File: src/hdl/wdp_pkg.sv
// Package with the constants and types of the protected watchdog control block.
package wdp_pkg;

    // ------------------------------------------------------------------
    // Bus widths
    // ------------------------------------------------------------------
    localparam int ADDR_W = 8;
    localparam int DATA_W = 8;
    localparam int CNT_W  = 8;

    // ------------------------------------------------------------------
    // Register offsets
    // ------------------------------------------------------------------
    localparam logic [ADDR_W-1:0] OFF_CTRL_STATUS = 8'h00;
    localparam logic [ADDR_W-1:0] OFF_COUNTER     = 8'h01;
    localparam logic [ADDR_W-1:0] OFF_INT_STATUS  = 8'h02;
    localparam logic [ADDR_W-1:0] OFF_INT_ENABLE  = 8'h03;
    localparam logic [ADDR_W-1:0] OFF_INT_CLEAR   = 8'h04;

    // ------------------------------------------------------------------
    // Control/status field positions
    // ------------------------------------------------------------------
    localparam int CSR_FLAG_BIT = 0;
    localparam int CSR_INH0_BIT = 1;
    localparam int CSR_EN_BIT   = 2;
    localparam int CSR_INH2_BIT = 3;
    localparam int CSR_RWE_BIT  = 4;
    localparam int CSR_INH4_BIT = 5;
    localparam int CSR_CWE_BIT  = 6;
    localparam int CSR_INH6_BIT = 7;

    // ------------------------------------------------------------------
    // Interrupt status field positions
    // ------------------------------------------------------------------
    localparam int EVT_OVF_BIT      = 0;
    localparam int EVT_CNT_BLK_BIT  = 1;
    localparam int EVT_CTRL_BLK_BIT = 2;
    localparam int EVT_W            = 3;

    // ------------------------------------------------------------------
    // Reset and read values
    // ------------------------------------------------------------------
    localparam logic             INHIBIT_READ_VAL = 1'b1;
    localparam logic [CNT_W-1:0] COUNTER_RST_VAL  = 8'h00;
    localparam logic [DATA_W-1:0] READ_ZERO       = 8'h00;

    // ------------------------------------------------------------------
    // Timing
    // ------------------------------------------------------------------
    localparam int CLK_PERIOD_NS    = 5;
    localparam int TICK_DIV_DEFAULT = 8192;
    localparam int RESET_PULSE_NS   = 80;
    localparam int RESET_PULSE_CYC  = (RESET_PULSE_NS + CLK_PERIOD_NS - 1) / CLK_PERIOD_NS;
    localparam int RST_CNT_W        = $clog2(RESET_PULSE_CYC + 1);

    // ------------------------------------------------------------------
    // Types
    // ------------------------------------------------------------------
    typedef struct packed {
        logic cnt_we;
        logic reg_we;
        logic wd_en;
        logic rst_flag;
    } wdp_ctrl_t;

    typedef struct packed {
        logic ctrl_blocked;
        logic cnt_blocked;
        logic overflow;
    } wdp_evt_t;

    localparam wdp_ctrl_t CTRL_RST_VAL = '{cnt_we: 1'b0, reg_we: 1'b0, wd_en: 1'b0, rst_flag: 1'b0};
    localparam wdp_evt_t  EVT_RST_VAL  = '{ctrl_blocked: 1'b0, cnt_blocked: 1'b0, overflow: 1'b0};

endpackage

File: src/hdl/wdp_counter.sv
// Eight-bit up counter of the watchdog with software load and overflow pulse.
`timescale 1ns/100ps

module wdp_counter
    import wdp_pkg::*;
#(
    parameter int W = CNT_W
) (
    // Clock and reset
    input  wire logic         clk_in,
    input  wire logic         rst_n_in,
    // Control
    input  wire logic         tick_in,
    input  wire logic         load_in,
    input  wire logic [W-1:0] load_val_in,
    // Status
    output logic      [W-1:0] count_out,
    output logic              ovf_out
);

    logic [W-1:0] count_r;
    logic [W-1:0] count_nxt;
    logic         ovf_r;
    logic         ovf_nxt;
    wire          at_top = &count_r;

    // A load in the same cycle as a tick takes precedence and cancels the overflow.
    assign count_nxt = load_in ? load_val_in : (tick_in ? W'(count_r + 1'b1) : count_r);
    assign ovf_nxt   = tick_in && at_top && !load_in;

    always_ff @(posedge clk_in) begin
        if (!rst_n_in) begin
            count_r <= COUNTER_RST_VAL;
            ovf_r   <= 1'b0;
        end else begin
            count_r <= count_nxt;
            ovf_r   <= ovf_nxt;
        end
    end

    assign count_out = count_r;
    assign ovf_out   = ovf_r;

endmodule

File: src/hdl/wdp_top.sv
// Protected control/status logic, counter and reset generation of the watchdog.
//
// The register offsets and the address-and-strobe port were chosen for this implementation.
`timescale 1ns/100ps

module wdp_top
    import wdp_pkg::*;
#(
    parameter int TICK_DIV = TICK_DIV_DEFAULT
) (
    // Clock and reset
    input  wire logic              sys_clk_in,
    input  wire logic              rst_n_in,
    // Register port
    input  wire logic [ADDR_W-1:0] addr_in,
    input  wire logic [DATA_W-1:0] wdata_in,
    input  wire logic              wr_in,
    input  wire logic              rd_in,
    output logic      [DATA_W-1:0] rdata_out,
    // External reset pin
    input  wire logic              ext_rst_pin_n_in,
    // System outputs
    output logic                   wdt_reset_out,
    output logic                   irq_out,
    output logic                   wd_enable_out
);

    // ------------------------------------------------------------------
    // Local sizes
    // ------------------------------------------------------------------
    // The prescaler keeps at least one bit even for a divide of one.
    localparam int PRE_W = (TICK_DIV > 1) ? $clog2(TICK_DIV) : 1;
    localparam logic [PRE_W-1:0] PRE_LAST = PRE_W'(TICK_DIV - 1);
    localparam logic [RST_CNT_W-1:0] RST_PULSE_LOAD = RST_CNT_W'(RESET_PULSE_CYC);

    // ------------------------------------------------------------------
    // Helper functions
    // ------------------------------------------------------------------
    // A write qualifies a control bit when its partner inhibit bit is written as zero.
    function automatic logic inh_released(input logic [DATA_W-1:0] d, input int pos);
        return ~d[pos];
    endfunction

    // Builds the byte seen on reads of the control/status register.
    function automatic logic [DATA_W-1:0] csr_image(input wdp_ctrl_t c);
        logic [DATA_W-1:0] v;
        v               = READ_ZERO;
        v[CSR_INH6_BIT] = INHIBIT_READ_VAL;
        v[CSR_CWE_BIT]  = c.cnt_we;
        v[CSR_INH4_BIT] = INHIBIT_READ_VAL;
        v[CSR_RWE_BIT]  = c.reg_we;
        v[CSR_INH2_BIT] = INHIBIT_READ_VAL;
        v[CSR_EN_BIT]   = c.wd_en;
        v[CSR_INH0_BIT] = INHIBIT_READ_VAL;
        v[CSR_FLAG_BIT] = c.rst_flag;
        return v;
    endfunction

    // Zero-extends an event vector to the data width.
    function automatic logic [DATA_W-1:0] evt_image(input wdp_evt_t e);
        return {{(DATA_W - EVT_W){1'b0}}, e};
    endfunction

    // Decodes one register slot of the byte-wide register port.
    function automatic logic addr_hit(input logic [ADDR_W-1:0] a, input logic [ADDR_W-1:0] off);
        return a == off;
    endfunction

    // ------------------------------------------------------------------
    // State
    // ------------------------------------------------------------------
    wdp_ctrl_t              ctrl_r;
    wdp_ctrl_t              ctrl_nxt;
    wdp_evt_t               int_status_r;
    wdp_evt_t               int_status_nxt;
    wdp_evt_t               int_enable_r;
    wdp_evt_t               int_enable_nxt;
    logic [PRE_W-1:0]       pre_cnt_r;
    logic [PRE_W-1:0]       pre_cnt_nxt;
    logic [RST_CNT_W-1:0]   rst_cnt_r;
    logic [RST_CNT_W-1:0]   rst_cnt_nxt;
    logic                   wdt_reset_r;
    logic                   wdt_reset_nxt;
    logic                   irq_r;
    logic                   irq_nxt;
    logic [DATA_W-1:0]      rdata_r;
    logic [DATA_W-1:0]      rdata_nxt;
    logic                   pin_sync1_r;
    logic                   pin_sync2_r;

    // ------------------------------------------------------------------
    // External reset pin synchroniser
    // ------------------------------------------------------------------
    // Both stages reset to the idle level of the pin, so no false clear follows reset.
    always_ff @(posedge sys_clk_in) begin
        if (!rst_n_in) begin
            pin_sync1_r <= 1'b1;
        end else begin
            pin_sync1_r <= ext_rst_pin_n_in;
        end
    end

    always_ff @(posedge sys_clk_in) begin
        if (!rst_n_in) begin
            pin_sync2_r <= 1'b1;
        end else begin
            pin_sync2_r <= pin_sync1_r;
        end
    end

    // Only the second stage is read, so a settling first stage never reaches the flag.
    wire pin_reset_active = ~pin_sync2_r;

    // ------------------------------------------------------------------
    // Address decode
    // ------------------------------------------------------------------
    // Unmapped addresses select nothing: their writes are dropped and their reads give zero.
    wire sel_ctrl     = addr_hit(addr_in, OFF_CTRL_STATUS);
    wire sel_counter  = addr_hit(addr_in, OFF_COUNTER);
    wire sel_int_stat = addr_hit(addr_in, OFF_INT_STATUS);
    wire sel_int_en   = addr_hit(addr_in, OFF_INT_ENABLE);
    wire sel_int_clr  = addr_hit(addr_in, OFF_INT_CLEAR);

    wire wr_ctrl      = wr_in && sel_ctrl;
    wire wr_counter   = wr_in && sel_counter;
    wire wr_int_en    = wr_in && sel_int_en;
    wire wr_int_clr   = wr_in && sel_int_clr;

    // ------------------------------------------------------------------
    // Protected control/status write qualification
    // ------------------------------------------------------------------
    // The register write enable itself is only guarded by its own inhibit bit, so that
    // software can open the register after reset.
    wire upd_rwe  = wr_ctrl && inh_released(wdata_in, CSR_INH4_BIT);
    wire upd_cwe  = wr_ctrl && ctrl_r.reg_we
                    && inh_released(wdata_in, CSR_INH6_BIT);
    wire upd_en   = wr_ctrl && ctrl_r.reg_we
                    && inh_released(wdata_in, CSR_INH2_BIT);
    wire upd_flag = wr_ctrl && ctrl_r.reg_we
                    && inh_released(wdata_in, CSR_INH0_BIT);

    // Software can only clear the flag; a one in the flag position is ignored.
    wire sw_flag_clear = upd_flag && !wdata_in[CSR_FLAG_BIT];
    wire flag_clear    = sw_flag_clear || pin_reset_active;

    // A locked register still passes bit 4; a write that keeps bit 4 guarded or tries to
    // open any other guarded bit is reported as a blocked attempt.
    wire rwe_guarded        = !inh_released(wdata_in, CSR_INH4_BIT);
    wire locked_try         = inh_released(wdata_in, CSR_INH6_BIT)
                              || inh_released(wdata_in, CSR_INH2_BIT)
                              || inh_released(wdata_in, CSR_INH0_BIT);
    wire ctrl_write_blocked = wr_ctrl && !ctrl_r.reg_we && (rwe_guarded || locked_try);

    // ------------------------------------------------------------------
    // Counter write gating
    // ------------------------------------------------------------------
    // A refused load leaves the count untouched and only raises the blocked-load event.
    wire cnt_load        = wr_counter && ctrl_r.cnt_we;
    wire cnt_write_block = wr_counter && !ctrl_r.cnt_we;

    // ------------------------------------------------------------------
    // Prescaler and counter
    // ------------------------------------------------------------------
    wire              pre_wrap = (pre_cnt_r == PRE_LAST);
    wire              cnt_tick = ctrl_r.wd_en && pre_wrap;
    wire [CNT_W-1:0]  count_val;
    wire              cnt_ovf;

    // The prescaler restarts on a load so the loaded value gets a full tick period.
    wire              pre_restart = !ctrl_r.wd_en || cnt_load || pre_wrap;

    assign pre_cnt_nxt = pre_restart ? '0 : PRE_W'(pre_cnt_r + 1'b1);

    // The count wraps through zero and keeps running; its overflow pulse and its read value are used.
    wdp_counter #(
        .W           (CNT_W)
    ) wdp_counter_inst (
        .clk_in      (sys_clk_in),
        .rst_n_in    (rst_n_in),
        .tick_in     (cnt_tick),
        .load_in     (cnt_load),
        .load_val_in (wdata_in[CNT_W-1:0]),
        .count_out   (count_val),
        .ovf_out     (cnt_ovf)
    );

    // ------------------------------------------------------------------
    // Control register next value
    // ------------------------------------------------------------------
    always_comb begin
        ctrl_nxt = ctrl_r;
        if (upd_rwe) begin
            ctrl_nxt.reg_we = wdata_in[CSR_RWE_BIT];
        end
        // Bit 4 written now unlocks the other bits only from the next write on.
        if (upd_cwe) begin
            ctrl_nxt.cnt_we = wdata_in[CSR_CWE_BIT];
        end
        if (upd_en) begin
            ctrl_nxt.wd_en = wdata_in[CSR_EN_BIT];
        end
        if (flag_clear) begin
            ctrl_nxt.rst_flag = 1'b0;
        end
        // An overflow in the same cycle as any clear leaves the flag set.
        if (cnt_ovf) begin
            ctrl_nxt.rst_flag = 1'b1;
        end
    end

    // ------------------------------------------------------------------
    // System reset pulse
    // ------------------------------------------------------------------
    wire rst_cnt_busy = (rst_cnt_r != '0);

    // A new overflow during the pulse reloads the count and so stretches the pulse.
    assign rst_cnt_nxt = cnt_ovf ? RST_PULSE_LOAD
                         : (rst_cnt_busy ? RST_CNT_W'(rst_cnt_r - 1'b1) : rst_cnt_r);

    // The pulse goes out only; it does not clear this block, so the flag outlives it.
    assign wdt_reset_nxt = (rst_cnt_nxt != '0);

    // ------------------------------------------------------------------
    // Interrupt status, enable and clear
    // ------------------------------------------------------------------
    wdp_evt_t evt_now;
    wdp_evt_t clr_mask;

    assign evt_now.overflow     = cnt_ovf;
    assign evt_now.cnt_blocked  = cnt_write_block;
    assign evt_now.ctrl_blocked = ctrl_write_blocked;
    assign clr_mask             = wr_int_clr ? wdp_evt_t'(wdata_in[EVT_W-1:0]) : EVT_RST_VAL;

    // New events win over a clear in the same cycle; each one bit written clears its status bit.
    assign int_status_nxt = (int_status_r & ~clr_mask) | evt_now;
    assign int_enable_nxt = wr_int_en ? wdp_evt_t'(wdata_in[EVT_W-1:0]) : int_enable_r;

    // Built from next values so the output rises on the same edge as the status bit.
    assign irq_nxt = |(int_status_nxt & int_enable_nxt);

    // ------------------------------------------------------------------
    // Read data
    // ------------------------------------------------------------------
    wire [DATA_W-1:0] img_ctrl  = csr_image(ctrl_r);
    wire [DATA_W-1:0] img_count = DATA_W'(count_val);
    wire [DATA_W-1:0] img_stat  = evt_image(int_status_r);
    wire [DATA_W-1:0] img_en    = evt_image(int_enable_r);

    // The write-only clear register reads as zero.
    wire [DATA_W-1:0] rd_mux    = sel_ctrl     ? img_ctrl
                                : sel_counter  ? img_count
                                : sel_int_stat ? img_stat
                                : sel_int_en   ? img_en
                                : READ_ZERO;

    assign rdata_nxt = rd_in ? rd_mux : READ_ZERO;

    // ------------------------------------------------------------------
    // Registers
    // ------------------------------------------------------------------
    // Reset leaves the watchdog off and the register locked.
    always_ff @(posedge sys_clk_in) begin
        if (!rst_n_in) begin
            ctrl_r <= CTRL_RST_VAL;
        end else begin
            ctrl_r <= ctrl_nxt;
        end
    end

    always_ff @(posedge sys_clk_in) begin
        if (!rst_n_in) begin
            pre_cnt_r <= '0;
        end else begin
            pre_cnt_r <= pre_cnt_nxt;
        end
    end

    always_ff @(posedge sys_clk_in) begin
        if (!rst_n_in) begin
            rst_cnt_r <= '0;
        end else begin
            rst_cnt_r <= rst_cnt_nxt;
        end
    end

    always_ff @(posedge sys_clk_in) begin
        if (!rst_n_in) begin
            int_status_r <= EVT_RST_VAL;
        end else begin
            int_status_r <= int_status_nxt;
        end
    end

    always_ff @(posedge sys_clk_in) begin
        if (!rst_n_in) begin
            int_enable_r <= EVT_RST_VAL;
        end else begin
            int_enable_r <= int_enable_nxt;
        end
    end

    always_ff @(posedge sys_clk_in) begin
        if (!rst_n_in) begin
            wdt_reset_r <= 1'b0;
        end else begin
            wdt_reset_r <= wdt_reset_nxt;
        end
    end

    always_ff @(posedge sys_clk_in) begin
        if (!rst_n_in) begin
            irq_r <= 1'b0;
        end else begin
            irq_r <= irq_nxt;
        end
    end

    always_ff @(posedge sys_clk_in) begin
        if (!rst_n_in) begin
            rdata_r <= READ_ZERO;
        end else begin
            rdata_r <= rdata_nxt;
        end
    end

    // ------------------------------------------------------------------
    // Outputs
    // ------------------------------------------------------------------
    // Every output leaves straight from a register.
    assign rdata_out     = rdata_r;
    assign wdt_reset_out = wdt_reset_r;
    assign irq_out       = irq_r;
    assign wd_enable_out = ctrl_r.wd_en;

endmodule

File: config.mk
export PLATFORM = sky130hd
export DESIGN_NAME = wdp_top
export DESIGN_NICKNAME = d
export VERILOG_FILES = /design/src/hdl/wdp_pkg.sv /design/src/hdl/wdp_counter.sv /design/src/hdl/wdp_top.sv
export SDC_FILE = /design/constraint.sdc
export NUM_CORES = 1
export LEC_CHECK = 0
export ABC_AREA = 1
export CAP_MARGIN = 20
export CORE_UTILIZATION = 45
export CTS_BUF_LIST = sky130_fd_sc_hd__clkbuf_16
export CTS_CLUSTER_DIAMETER = 40
export DETAILED_ROUTE_END_ITERATION = 10
export DONT_BUFFER_PORTS = 1
export PLACE_DENSITY_LB_ADDON = 0.15
export SLEW_MARGIN = 20
export SYNTH_ARGS = -nofsm -noshare
export SYNTH_HDL_FRONTEND = slang
export SYNTH_HIERARCHICAL = 1
export SYNTH_SLANG_ARGS = --single-unit
File: constraint.sdc
create_clock -name sys_clk_in -period 3.9 [get_ports sys_clk_in]
set_input_delay 0.585 -clock sys_clk_in [delete_from_list [all_inputs] [get_ports sys_clk_in]]
set_output_delay 0.585 -clock sys_clk_in [all_outputs]
set_load 0.02 [all_outputs]
==> results.toml <==
[run_status]
status = "complete, no violations"

[global_route]
grt_pass1_wl_um = 8250
grt_pass1_vias = 1804
antenna_found_initial = 0
grt-ovfl-total = 0
track_usage_pct = 19.2
grt_max_degree = 17

[power_and_ir_drop]
power.density_nw_per_um2 = 413
peakVddDrop_uv = 233
seqPwrFrac_pct = 49.4
p_comb_share_pct = 13.2
p_leak_nw = 1.08
swShare_pct = 25.4
p_clk_share_pct = 37.5
switchingPower_uw = 277
p_int_uw = 813

[worst_setup_path]
cp-start-kind = "flop"
crit_fanout = 9
critPathCaptureType = "flop"
worstPathArrival_ns = 2.27
worstSetupPathType = "flop to flop"
crit_required_ns = 4.07

[logic_synthesis]
synth.distinct_cells = 37
post-synth-top-area-cell = "dfxtp_1"
syn_area_um2 = 2450
synth.avg_cell_area_um2 = 7.54
ys_seq_area_share_pct = 40.0
ys_seq_elements = 49
synthTopCellsByArea = "dfxtp_1, nand2_1, nand3_1, inv_1, nor2_1"
synthesis.nets = 349
synth_top_area_share_pct = 40.0
syn_inst = 325
yosysWarnings = 6

[sta]
relSlewSlack_pct = 65.5
finClkSkew_ns = 0.00490
worst_pin_slew_ns = 0.517
min_period_over_period_pct = 53.8
min_period_ns = 2.10
setup_slack_ns = 1.80
finalSetupViolCount = 0
finalSetupTns_ns = 0
rsz0062_at_grt = "false"
clock.fmax_mhz = 476
drv_slew = 0
hold_viol = 0

[detailed_routing]
drt-total-wl_um = 5000
drc = 0
wl_met1_um = 2400
antenna_left = 0
wl_per_cell_um = 12.6
viasPerCell = 5.10
wl_met3_um = 226
routed.top_layer = "met4"
routed-wl-met2_um = 2330
first_pass_iters = 4
drt_iter0_drc = 75
via_count = 2024

[cts]
cts.sinks = 49
cts_tree = "done"
numCtsBuffers = 5
clock_latency_ns = 0.28
cts-root-buf = "clkbuf_16"
cts_hold_buffers = 0
cts_buffer_depth = 2
cts_setup_buffers = 0
post_cts_resized = 0
cts.reportedPaths.clkPinSlew_ns = 0.06
h-tree-depth = 2

[placed_design]
preCtsSetupSlack_ns = 1.79
gp_congestion = 0.815
dp.final_hpwl_um = 3780
port_buffers = 0

[die]
die_h_um = 75.8
ios = 32
die_w_um = 75.8
num_rows = 26
core_area_um2 = 5170
dieArea_um2 = 5750
start_util_pct = 47.4

[flow_run]
max_cap_violations = 0

[final_layout]
layout_commonest_cell = "nand2_1"
synthToLayoutAreaGrowth_pct = 7.55
final_cell_mix = "nand2_1, dfxtp_1, inv_1, nor2_1, nand3_1"
final_nets = 350
antenna_cells = 0
fin_util_pct = 51.0
drive_gt1_share_pct = 11.9

[worst_hold_path]
hold_path.class = "input pin to flop"
## registers in the layout, summed over array words and instances, names as in the netlist
register                    cells
pre_cnt_r                      13
rdata_out                       8
wdp_counter_inst/count_out      8
rst_cnt_r                       5
ctrl_r                          3
img_en                          3
img_stat                        3
irq_out                         1
pin_sync1_r                     1
pin_sync2_r                     1
wd_enable_out                   1
wdp_counter_inst/ovf_out        1
wdt_reset_out                   1
## cell usage after synthesis (all sizes together)
library cell   n
nand2         79
dfxtp         49
nor2          48
inv           38
nand3         37
a21oi         19
nand4          9
xor2           8
a22oi          6
xnor2          6
nor3           5
buf            4
ha             3
clkbuf         2
nand3b         2
o21ai          2
o21bai         2
or2            2
a21o           1
a31oi          1
nor3b          1
o211ai         1
## per-stage QoR
stage / area [um^2] / hold slack [ns] / total power, mW / instances
after CTS: 2640 / 0.396 / 1.11 / 397
after floorplan: 2450 / 0.393 / 0.674 / 325
final: 2640 / 0.405 / 1.09 / 397
after detailed placement: 2490 / 0.404 / 0.693 / 389
after global routing: 2640 / 0.395 / 1.15 / 397
after global placement: 2490 / 0.406 / 0.690 / 389
## critical path: stages (launching register included)
cell     delay, ns
dfxtp_1       0.36
ha_1          0.23
nand4_2       0.15
nor3_4        0.21
nand3_2       0.14
nor2_1        0.29
inv_2         0.11
nor2_8        0.16
nand4_1       0.10
nor3_1        0.24
## path summary, 6_finish.rpt
path / startpoint / endpoint / slack (ns) / cells after the start
worst max-delay path: pre_cnt_r[0]$_SDFF_PP0_ / wdp_counter_inst/ovf_out$_SDFF_PN0_ / 1.80 / 9
worst max register to register: pre_cnt_r[0]$_SDFF_PP0_ / wdp_counter_inst/ovf_out$_SDFF_PN0_ / 1.80 / 9
worst min register to register: pin_sync1_r$_SDFF_PN1_ / pin_sync2_r$_SDFF_PN1_ / 0.42 / 1
worst min-delay path: ext_rst_pin_n_in / pin_sync1_r$_SDFF_PN1_ / 0.41 / 1
## logic make-up (layout without fill, tap and decap cells)
family,count (synthesis),count (layout),share of synthesized area (%)
AO/OA/AOI/OAI,32,32,7.76
XOR/XNOR,14,14,5.00
adder cells (fa/ha/maj),3,3,1.53
buffers and inverters,44,46,7.66
flip-flops,49,49,40.0
AND/OR/NAND/NOR,183,183,38.0
## area by class of cell
type,instances,area (um^2)
multi-input combinational,232,1280
sequential,49,981
tap,70,87.6
clock buffer,5,125
inverter,38,143
clock inverter,3,17.5
fill,502,2540
## power groups by stage
stage	clock network [mW]	registers [mW]	logic [mW]
5_1_grt	0.442	0.541	0.168
2_1_floorplan	0	0.547	0.127
6_report	0.408	0.538	0.144
3_5_place_dp	0	0.549	0.143
4_1_cts	0.423	0.538	0.144
3_3_place_gp	0	0.549	0.141
## routing by layer
metal,global-route usage [%],vias up
met1,25.4,943
met3,5.56,2
li1,-,1051
met5,0,-
met2,30.7,28
met4,5.14,0
No activity file was read; power rests on OpenSTA's default activity.
